$ cat config.mk
export PLATFORM = sky130hd
export DESIGN_NAME = ptu_top
export DESIGN_NICKNAME = d
export VERILOG_FILES = /design/src/rtl/ptu_pkg.sv /design/src/rtl/ptu_top.sv /design/src/rtl/ptu_timer.sv
export SDC_FILE = /design/constraint.sdc
export NUM_CORES = 1
export LEC_CHECK = 0
export BUFFER_PORTS_ARGS = -buffer_cell sky130_fd_sc_hd__buf_2
export CAP_MARGIN = 5
export CORE_MARGIN = 10
export CORE_UTILIZATION = 47
export CTS_CLUSTER_DIAMETER = 30
export CTS_CLUSTER_SIZE = 24
export DETAILED_ROUTE_END_ITERATION = 16
export PLACE_DENSITY = 0.62
export SLEW_MARGIN = 20
export SYNTH_ARGS = -nofsm -noshare
export SYNTH_HDL_FRONTEND = slang
export SYNTH_HIERARCHICAL = 1
export SYNTH_SLANG_ARGS = --single-unit
$ cat constraint.sdc
create_clock -name clk_i -period 3.85 [get_ports clk_i]
set_input_delay 0.5775 -clock clk_i [delete_from_list [all_inputs] [get_ports clk_i]]
set_output_delay 0.5775 -clock clk_i [all_outputs]
set_load 0.1 [all_outputs]
$ cat src/rtl/ptu_pkg.sv
// Purpose: shared constants and types for the port and timer unit
// Assumes: byte-wide register bus, one 10 MHz clock
// Notes:   offsets are byte addresses of the peripheral bus
package ptu_pkg;

  // register offsets
  localparam logic [5:0] OFS_PORT_DATA = 6'h01;
  localparam logic [5:0] OFS_EDGE_SEL  = 6'h03;
  localparam logic [5:0] OFS_DIRECTION = 6'h05;
  localparam logic [5:0] OFS_TA_CTRL   = 6'h19;
  localparam logic [5:0] OFS_TB_CTRL   = 6'h1B;
  localparam logic [5:0] OFS_TCD_CTRL  = 6'h1D;
  localparam logic [5:0] OFS_TA_DATA   = 6'h1F;
  localparam logic [5:0] OFS_TB_DATA   = 6'h21;
  localparam logic [5:0] OFS_TC_DATA   = 6'h23;
  localparam logic [5:0] OFS_TD_DATA   = 6'h25;

  // reset values and field positions
  localparam logic [7:0] RST_BYTE      = 8'h00;
  localparam logic [3:0] RST_MODE      = 4'h0;
  localparam int         BIT_CLR_OUT   = 4;
  localparam int         LINE_FOUR     = 4;
  localparam int         LINE_THREE    = 3;
  localparam logic [7:0] CNT_LAST      = 8'h01;
  localparam logic [3:0] MODE_EVENT    = 4'h8;

  // prescaler ratios
  localparam logic [7:0] DIV_4   = 8'h04;
  localparam logic [7:0] DIV_10  = 8'h0A;
  localparam logic [7:0] DIV_16  = 8'h10;
  localparam logic [7:0] DIV_50  = 8'h32;
  localparam logic [7:0] DIV_64  = 8'h40;
  localparam logic [7:0] DIV_100 = 8'h64;
  localparam logic [7:0] DIV_200 = 8'hC8;

  // timer operating kind, gray along stop-delay-pulse-event
  typedef enum logic [1:0] {
    KIND_STOP  = 2'b00,
    KIND_DELAY = 2'b01,
    KIND_PULSE = 2'b11,
    KIND_EVENT = 2'b10
  } ptu_kind_type;

  // register bus request
  typedef struct packed {
    logic       rd;
    logic       wr;
    logic [5:0] addr;
    logic [7:0] wdata;
  } ptu_bus_req_type;

  // prescaler ratio from the three low mode bits
  function automatic logic [7:0] ptu_div(input logic [2:0] sel);
    case (sel)
      3'h2:    ptu_div = DIV_10;
      3'h3:    ptu_div = DIV_16;
      3'h4:    ptu_div = DIV_50;
      3'h5:    ptu_div = DIV_64;
      3'h6:    ptu_div = DIV_100;
      3'h7:    ptu_div = DIV_200;
      default: ptu_div = DIV_4;
    endcase
  endfunction

  // operating kind from a four-bit mode code
  function automatic ptu_kind_type ptu_kind(input logic [3:0] code);
    if (code == RST_MODE) begin
      ptu_kind = KIND_STOP;
    end else if (!code[3]) begin
      ptu_kind = KIND_DELAY;
    end else if (code == MODE_EVENT) begin
      ptu_kind = KIND_EVENT;
    end else begin
      ptu_kind = KIND_PULSE;
    end
  endfunction

endpackage

$ cat src/rtl/ptu_top.sv
// Purpose: eight-line port with edge detection and four timers
// Assumes: bus requests and pins are synchronous to clk_i
// Notes:   interrupt outputs are one-cycle pulses for the controller
`timescale 1ns/1ns
`default_nettype none
module ptu_top
  import ptu_pkg::*;
#(
  parameter int TCLK_DIV = 4
)(
  // clock and reset
  input  wire logic            clk_i,
  input  wire logic            rst_b_i,
  // register bus
  input  wire ptu_bus_req_type bus_i,
  output logic [7:0]           rdata_o,
  output logic                 ack_o,
  // general port lines
  input  wire logic [7:0]      general_port_i,
  output logic [7:0]           general_port_o,
  output logic [7:0]           general_port_oe_o,
  // timer auxiliary inputs
  input  wire logic            timer_a_aux_input_i,
  input  wire logic            timer_b_aux_input_i,
  // timer outputs
  output logic [3:0]           timer_out_o,
  // interrupt source pulses
  output logic [7:0]           port_irq_o,
  output logic [3:0]           timer_irq_o
);

  // register state
  logic [7:0] port_data_bits;
  logic [7:0] edge_select_bits;
  logic [7:0] direction_bits;
  logic [3:0] ta_mode;
  logic [3:0] tb_mode;
  logic [2:0] tc_mode;
  logic [2:0] td_mode;

  // timer clock divider
  logic [7:0] tdiv_cnt;
  logic       tick;

  // decode and detector signals
  logic         wr_port;
  logic         wr_edge;
  logic         wr_dir;
  logic         wr_ta;
  logic         wr_tb;
  logic         wr_tcd;
  logic [3:0]   wr_data;
  logic [3:0]   clr_out;
  ptu_kind_type kind [4];
  logic [7:0]   next_rdata;
  logic [7:0]   det_level;
  logic [7:0]   det_prev;
  logic         gate_a;
  logic         gate_b;
  logic         aux_a_prev;
  logic         aux_b_prev;
  logic [1:0]   evt;
  logic [7:0]   cnt [4];
  logic [3:0]   tout;
  logic [3:0]   tout_level;

  localparam logic [7:0] TDIV_LAST = 8'(TCLK_DIV - 1);

  // address match helper
  function automatic logic hit(input logic [5:0] ofs);
    hit = bus_i.wr && (bus_i.addr == ofs);
  endfunction

  // write strobes from the address decode
  always_comb begin
    wr_port = 1'b0;
    wr_edge = 1'b0;
    wr_dir  = 1'b0;
    wr_ta   = 1'b0;
    wr_tb   = 1'b0;
    wr_tcd  = 1'b0;
    wr_data = 4'h0;
    if (hit(OFS_PORT_DATA)) begin
      wr_port = 1'b1;
    end else if (hit(OFS_EDGE_SEL)) begin
      wr_edge = 1'b1;
    end else if (hit(OFS_DIRECTION)) begin
      wr_dir = 1'b1;
    end else if (hit(OFS_TA_CTRL)) begin
      wr_ta = 1'b1;
    end else if (hit(OFS_TB_CTRL)) begin
      wr_tb = 1'b1;
    end else if (hit(OFS_TCD_CTRL)) begin
      wr_tcd = 1'b1;
    end else if (hit(OFS_TA_DATA)) begin
      wr_data[0] = 1'b1;
    end else if (hit(OFS_TB_DATA)) begin
      wr_data[1] = 1'b1;
    end else if (hit(OFS_TC_DATA)) begin
      wr_data[2] = 1'b1;
    end else if (hit(OFS_TD_DATA)) begin
      wr_data[3] = 1'b1;
    end
  end

  // output clear acts for the write cycle only, so a later time-out still toggles
  assign clr_out[0] = wr_ta && bus_i.wdata[BIT_CLR_OUT];
  assign clr_out[1] = wr_tb && bus_i.wdata[BIT_CLR_OUT];
  assign clr_out[2] = 1'b0;
  assign clr_out[3] = 1'b0;

  // port data register
  always_ff @(posedge clk_i or negedge rst_b_i) begin
    if (!rst_b_i) begin
      port_data_bits <= RST_BYTE;
    end else if (wr_port) begin
      port_data_bits <= bus_i.wdata;
    end
  end

  // edge select register
  always_ff @(posedge clk_i or negedge rst_b_i) begin
    if (!rst_b_i) begin
      edge_select_bits <= RST_BYTE;
    end else if (wr_edge) begin
      edge_select_bits <= bus_i.wdata;
    end
  end

  // direction register
  always_ff @(posedge clk_i or negedge rst_b_i) begin
    if (!rst_b_i) begin
      direction_bits <= RST_BYTE;
    end else if (wr_dir) begin
      direction_bits <= bus_i.wdata;
    end
  end

  always_ff @(posedge clk_i or negedge rst_b_i) begin
    if (!rst_b_i) begin
      ta_mode <= RST_MODE;
      tb_mode <= RST_MODE;
      tc_mode <= RST_MODE[2:0];
      td_mode <= RST_MODE[2:0];
    end else begin
      if (wr_ta) begin
        ta_mode <= bus_i.wdata[3:0];
      end
      if (wr_tb) begin
        tb_mode <= bus_i.wdata[3:0];
      end
      if (wr_tcd) begin
        tc_mode <= bus_i.wdata[6:4];
        td_mode <= bus_i.wdata[2:0];
      end
    end
  end

  // C and D limited to stop and delay codes
  assign kind[0] = ptu_kind(ta_mode);
  assign kind[1] = ptu_kind(tb_mode);
  assign kind[2] = ptu_kind({1'b0, tc_mode});
  assign kind[3] = ptu_kind({1'b0, td_mode});

  always_ff @(posedge clk_i or negedge rst_b_i) begin
    if (!rst_b_i) begin
      general_port_o    <= RST_BYTE;
      general_port_oe_o <= RST_BYTE;
    end else begin
      general_port_o    <= port_data_bits;
      general_port_oe_o <= direction_bits;
    end
  end

  // read mux; unmapped and unused bits read zero
  always_comb begin
    next_rdata = RST_BYTE;
    if (bus_i.addr == OFS_PORT_DATA) begin
      // outputs from register, inputs from pins
      next_rdata = (port_data_bits & direction_bits) | (general_port_i & ~direction_bits);
    end else if (bus_i.addr == OFS_EDGE_SEL) begin
      next_rdata = edge_select_bits;
    end else if (bus_i.addr == OFS_DIRECTION) begin
      next_rdata = direction_bits;
    end else if (bus_i.addr == OFS_TA_CTRL) begin
      next_rdata = {4'h0, ta_mode};
    end else if (bus_i.addr == OFS_TB_CTRL) begin
      next_rdata = {4'h0, tb_mode};
    end else if (bus_i.addr == OFS_TCD_CTRL) begin
      next_rdata = {1'b0, tc_mode, 1'b0, td_mode};
    end else if (bus_i.addr == OFS_TA_DATA) begin
      next_rdata = cnt[0];
    end else if (bus_i.addr == OFS_TB_DATA) begin
      next_rdata = cnt[1];
    end else if (bus_i.addr == OFS_TC_DATA) begin
      next_rdata = cnt[2];
    end else if (bus_i.addr == OFS_TD_DATA) begin
      next_rdata = cnt[3];
    end
  end

  // read data held until the next read; ack one cycle after any request
  always_ff @(posedge clk_i or negedge rst_b_i) begin
    if (!rst_b_i) begin
      rdata_o <= RST_BYTE;
      ack_o   <= 1'b0;
    end else begin
      ack_o <= bus_i.rd || bus_i.wr;
      if (bus_i.rd) begin
        rdata_o <= next_rdata;
      end
    end
  end

  // common timer clock enable from the system clock
  always_ff @(posedge clk_i or negedge rst_b_i) begin
    if (!rst_b_i) begin
      tdiv_cnt <= RST_BYTE;
      tick     <= 1'b0;
    end else begin
      tick     <= tdiv_cnt == TDIV_LAST;
      tdiv_cnt <= (tdiv_cnt == TDIV_LAST) ? RST_BYTE : tdiv_cnt + 8'h01;
    end
  end

  // aux active when it equals the edge bit
  assign gate_a = ~(timer_a_aux_input_i ^ edge_select_bits[LINE_FOUR]);
  assign gate_b = ~(timer_b_aux_input_i ^ edge_select_bits[LINE_THREE]);

  // aux history for event counting; starts high so a level already active is no count
  always_ff @(posedge clk_i or negedge rst_b_i) begin
    if (!rst_b_i) begin
      aux_a_prev <= 1'b1;
      aux_b_prev <= 1'b1;
    end else begin
      aux_a_prev <= gate_a;
      aux_b_prev <= gate_b;
    end
  end

  // active transition of the aux input counts in event mode
  assign evt[0] = gate_a && !aux_a_prev;
  assign evt[1] = gate_b && !aux_b_prev;

  always_comb begin
    det_level = general_port_i ^ edge_select_bits;
    // pulse mode reroutes and inverts lines four and three
    if (kind[0] == KIND_PULSE) begin
      det_level[LINE_FOUR] = gate_a;
    end
    if (kind[1] == KIND_PULSE) begin
      det_level[LINE_THREE] = gate_b;
    end
  end

  // interrupt on a fall of the detector level
  always_ff @(posedge clk_i or negedge rst_b_i) begin
    if (!rst_b_i) begin
      det_prev   <= RST_BYTE;
      port_irq_o <= RST_BYTE;
    end else begin
      det_prev   <= det_level;
      port_irq_o <= det_prev & ~det_level;
    end
  end

  // four timers, C and D without aux or event input
  for (genvar g = 0; g < 4; g++) begin : g_tmr
    ptu_timer u_tmr (
      .clk_i     (clk_i),
      .rst_b_i   (rst_b_i),
      .tick_i    (tick),
      .kind_i    (kind[g]),
      .div_sel_i ((g == 0) ? ta_mode[2:0] : (g == 1) ? tb_mode[2:0] : (g == 2) ? tc_mode : td_mode),
      .gate_i    ((g == 0) ? gate_a : (g == 1) ? gate_b : 1'b0),
      .evt_i     ((g == 0) ? evt[0] : (g == 1) ? evt[1] : 1'b0),
      .wr_i      (wr_data[g]),
      .wdata_i   (bus_i.wdata),
      .clr_out_i (clr_out[g]),
      .cnt_o     (cnt[g]),
      .tout_o    (tout[g]),
      .out_o     (tout_level[g])
    );
  end

  // registered time-out pulses and output levels
  always_ff @(posedge clk_i or negedge rst_b_i) begin
    if (!rst_b_i) begin
      timer_irq_o <= 4'h0;
      timer_out_o <= 4'h0;
    end else begin
      timer_irq_o <= tout;
      timer_out_o <= tout_level;
    end
  end

endmodule
`default_nettype wire

$ cat src/rtl/ptu_timer.sv
// Purpose: one 8-bit prescaler and down-counter timer channel
// Assumes: tick_i is a one-cycle timer clock enable
// Notes:   kind comes decoded from the control register; the divider select is decoded here
`timescale 1ns/1ns
`default_nettype none
module ptu_timer
  import ptu_pkg::*;
(
  // clock and reset
  input  wire logic         clk_i,
  input  wire logic         rst_b_i,
  // control
  input  wire logic         tick_i,
  input  wire ptu_kind_type kind_i,
  input  wire logic [2:0]   div_sel_i,
  input  wire logic         gate_i,
  input  wire logic         evt_i,
  input  wire logic         wr_i,
  input  wire logic [7:0]   wdata_i,
  input  wire logic         clr_out_i,
  // status
  output logic [7:0]        cnt_o,
  output logic              tout_o,
  output logic              out_o
);

  logic [7:0] pre;
  logic [7:0] reload;
  logic [7:0] div_m1;
  logic       run;
  logic       pre_end;
  logic       cpulse;

  assign run     = (kind_i == KIND_DELAY) || (kind_i == KIND_PULSE && gate_i);
  assign div_m1  = ptu_div(div_sel_i) - CNT_LAST;
  // odd first period
  // a ratio cut below the count already held ends at once, giving the short first period
  assign pre_end = pre >= div_m1;
  assign cpulse  = (kind_i == KIND_EVENT) ? evt_i : (run && tick_i && pre_end);

  always_ff @(posedge clk_i or negedge rst_b_i) begin
    if (!rst_b_i) begin
      pre <= RST_BYTE;
    end else if (!run) begin
      pre <= RST_BYTE;
    end else if (tick_i) begin
      pre <= pre_end ? RST_BYTE : pre + CNT_LAST;
    end
  end

  always_ff @(posedge clk_i or negedge rst_b_i) begin
    if (!rst_b_i) begin
      reload <= RST_BYTE;
    end else if (wr_i) begin
      reload <= wdata_i;
    end
  end

  // reload at 01, 00 wraps to 256 pulses
  // running rewrites wait for the 01 pass
  always_ff @(posedge clk_i or negedge rst_b_i) begin
    if (!rst_b_i) begin
      cnt_o <= RST_BYTE;
    end else if (wr_i && kind_i == KIND_STOP) begin
      cnt_o <= wdata_i;
    end else if (cpulse) begin
      cnt_o <= (cnt_o == CNT_LAST) ? reload : cnt_o - CNT_LAST;
    end
  end

  always_ff @(posedge clk_i or negedge rst_b_i) begin
    if (!rst_b_i) begin
      tout_o <= 1'b0;
      out_o  <= 1'b0;
    end else begin
      tout_o <= cpulse && (cnt_o == CNT_LAST);
      if (clr_out_i) begin
        out_o <= 1'b0;
      end else if (cpulse && cnt_o == CNT_LAST) begin
        out_o <= ~out_o;
      end
    end
  end

endmodule
`default_nettype wire

==> reports/metrics.yaml <==
status: "completed"
ant_nets: 0
finalMaxSlewViolations: 0
end_kind: "register"
grt_max_degree: 108
use_met1_pct: 25.04
synth_ff_type: "dfrtp_1"
multi_input_area_mm2: 0.005784
reg_top3: "g_tmr.u_tmr/cnt_o: 32 flops, g_tmr.u_tmr/pre: 32 flops, g_tmr.u_tmr/reload: 32 flops"
layout-drive-gt1-share_pct: 24.87
finalHoldViolCount: 0
gr-total-overflow: 0
fin_nets: 1226
fmax_ghz: 0.3337
synth-seq-cells: 202
synth_edf_count: 0
cts_tree: "yes"
hold_path_class: "primary input to asynchronous set/reset pin"
synthesis.area_mm2: 0.01105
path_max_fanout: 12
critical_path_class: "register to register"
worstMarginPinSlew_ps: 902.0
synth_warnings: 6
start_util_pct: 47.37
grt_busiest_layer: "met2"
cp_common_cell: "a21oi_1"
root_buffer: "clkbuf_16"
final_core_util_pct: 58.34
p_per_area_mw_per_mm2: 704.1
setup_viol: 0
grtUsageTotal_pct: 18.77
drc_errors: 0
antenna_found_initial: 0
vias: 8459
holdBufCountCts: 0
cts_buffer_depth: 3
worstPathArrival_ps: 3440
slew_headroom_pct: 39.87
fin_tns_setup_ps: 0
grt_pass1_vias: 8456
crit_chain: "nor2b_1 -> a21oi_1 -> ha_1 -> mux2i_1 -> ha_1 -> a21oi_1 -> o21ai_1 -> a211oi_2 -> a21oi_1 -> a31oi_1"
synth_cells: 1031
finalCriticalPeriod_ps: 2997
syn_avg_cell_area_um2: 10.72
start_kind: "register"
grt_util_met2_pct: 30.10
fp-row-count: 56
die-area_mm2: 0.03005
hpwl_um: 19560
post-cts-setup-buffers: 0
clk_pin_slew_ps: 40
synth_cell_types: 77
h-tree-depth: 2
die_h_um: 173.4
ir_worst_vdd_mv: 0.4490
maxCapViolations: 0
yosysSeqAreaShare_pct: 45.76
rsz0062_at_grt: "false"
port_buffers: 68
area_delta_synth_final_pct: 23.15
drtIter0Drc: 459
met3_usage_pct: 3.594
synthArstFlopShare_pct: 100.0
p_leak_nw: 6.249
grt_pass1_wl_um: 46190
design.core.area_mm2: 0.02333
fin_worst_skew_ps: 39.69
worst_path_largest_cell_delay_ps: 610
gp_congestion: 0.9015
critPathBufInv: 0
cp_top_family: "compound AO/OA/AOI/OAI gates"
wirelength_um: 28330
cts_sinks: 202
post_drt_via_cell_ratio: 5.587
regArea_mm2: 0.005057
pin_count: 69
cts_resized: 0
finalCritPeriodShare_pct: 77.83
fp.dieW_um: 173.4
first_pass_iters: 5
cts_buffers: 50
clock_latency_ps: 570
required_ps: 4300
wire_per_inst_um: 18.71
num-fill-cells: 1970
slowest_stage: "a211oi_2"
==> layout by cell type (no fill, tap or decap), types with 14 or more instances in the layout <==
master     synthesis  layout
a21oi_1           51      51
a22oi_1           34      34
a31oi_1           22      22
and3_1            16      16
buf_2              5      67
clkbuf_16          0      50
conb_1             1      18
dfrtp_1          200     200
ha_1              45      45
inv_1             33      33
mux2_2            74      74
mux2i_1           21      21
nand2_1           72      72
nand2b_1          21      21
nand3_1           24      24
nand3b_1          14      14
nor2_1            54      54
nor2b_1           19      19
nor3_1            24      24
o21ai_0           30      30
o21ai_1           40      40
xnor2_1           33      33
==> area by class of cell <==
cell class / instances / area share (%)
clock inverter: 29 / 3.024
antenna: 1 / 0.01838
timing repair buffer: 77 / 3.153
sequential: 202 / 37.15
tap: 319 / 2.932
clock buffer: 64 / 10.31
multi-input combinational: 789 / 42.49
inverter: 33 / 0.9100
==> power breakdown <==
group | total [mW] | switching [mW] | internal (mW) | leakage (nW)
clock network | 4.39 | 1.34 | 3.05 | 0.887
logic | 2.24 | 1.37 | 0.864 | 2.69
registers | 2.96 | 0.495 | 2.47 | 2.67
==> cell usage after synthesis, drive strengths merged, types with 21 or more instances <==
cell    number  area share [%]
xnor2       33             2.6
nand3       24             1.1
mux2        74             7.5
o21ai       70             3.2
nand2b      25             1.5
nand2       72             2.4
ha          45             5.1
a22oi       34             2.3
nor3        28             1.7
inv         33             1.1
nor2        56             2.0
dfrtp      200              45
mux2i       21             1.9
a21oi       51             2.3
a31oi       22             1.2
==> logic make-up after synthesis <==
family / count (synthesis) / synth area share [%]
compound gates: 261 / 16.43
xor+xnor: 45 / 3.566
flops: 202 / 45.76
fa+ha+maj: 45 / 5.094
simple gates: 325 / 17.19
mux: 95 / 9.441
buf+inv: 57 / 2.490
other cells: 1 / 0.03393
==> stage by stage <==
stage,setup slack [ps],cells,cell area [um2],power (mW),hold slack (ps)
floorplan,1245,1048,11120,4.638,281.9
global placement,943.4,1420,11790,5.151,333.2
detailed placement,883.2,1420,11790,5.192,334.7
CTS,863.6,1513,13610,9.662,166.2
global route,530.8,1513,13610,10.10,181.1
finish,853.5,1514,13610,9.584,149.3
==> routing by layer <==
layer	wire length, um	vias to the layer above
met5	0	-
met4	576	0
met3	1531	50
met2	13380	208
met1	12840	4099
li1	-	4102
==> path summary, 6_finish.rpt <==
kind,slack (ps),start,to,cells past startpoint
max,850,ta_mode[2],g_tmr[0].u_tmr/pre[2],10
min,150,rst_b_i,g_tmr[1].u_tmr/pre[2],1
max reg2reg,850,ta_mode[2],g_tmr[0].u_tmr/pre[2],10
min reg2reg,350,g_tmr[1].u_tmr/tout_o,timer_irq_o[1],0
max in group asynchronous,2780,rst_b_i,g_tmr[2].u_tmr/pre[0],2
min in group clk_i,230,general_port_i[7],det_prev[7],2
Power figures use the tool's default switching activity.
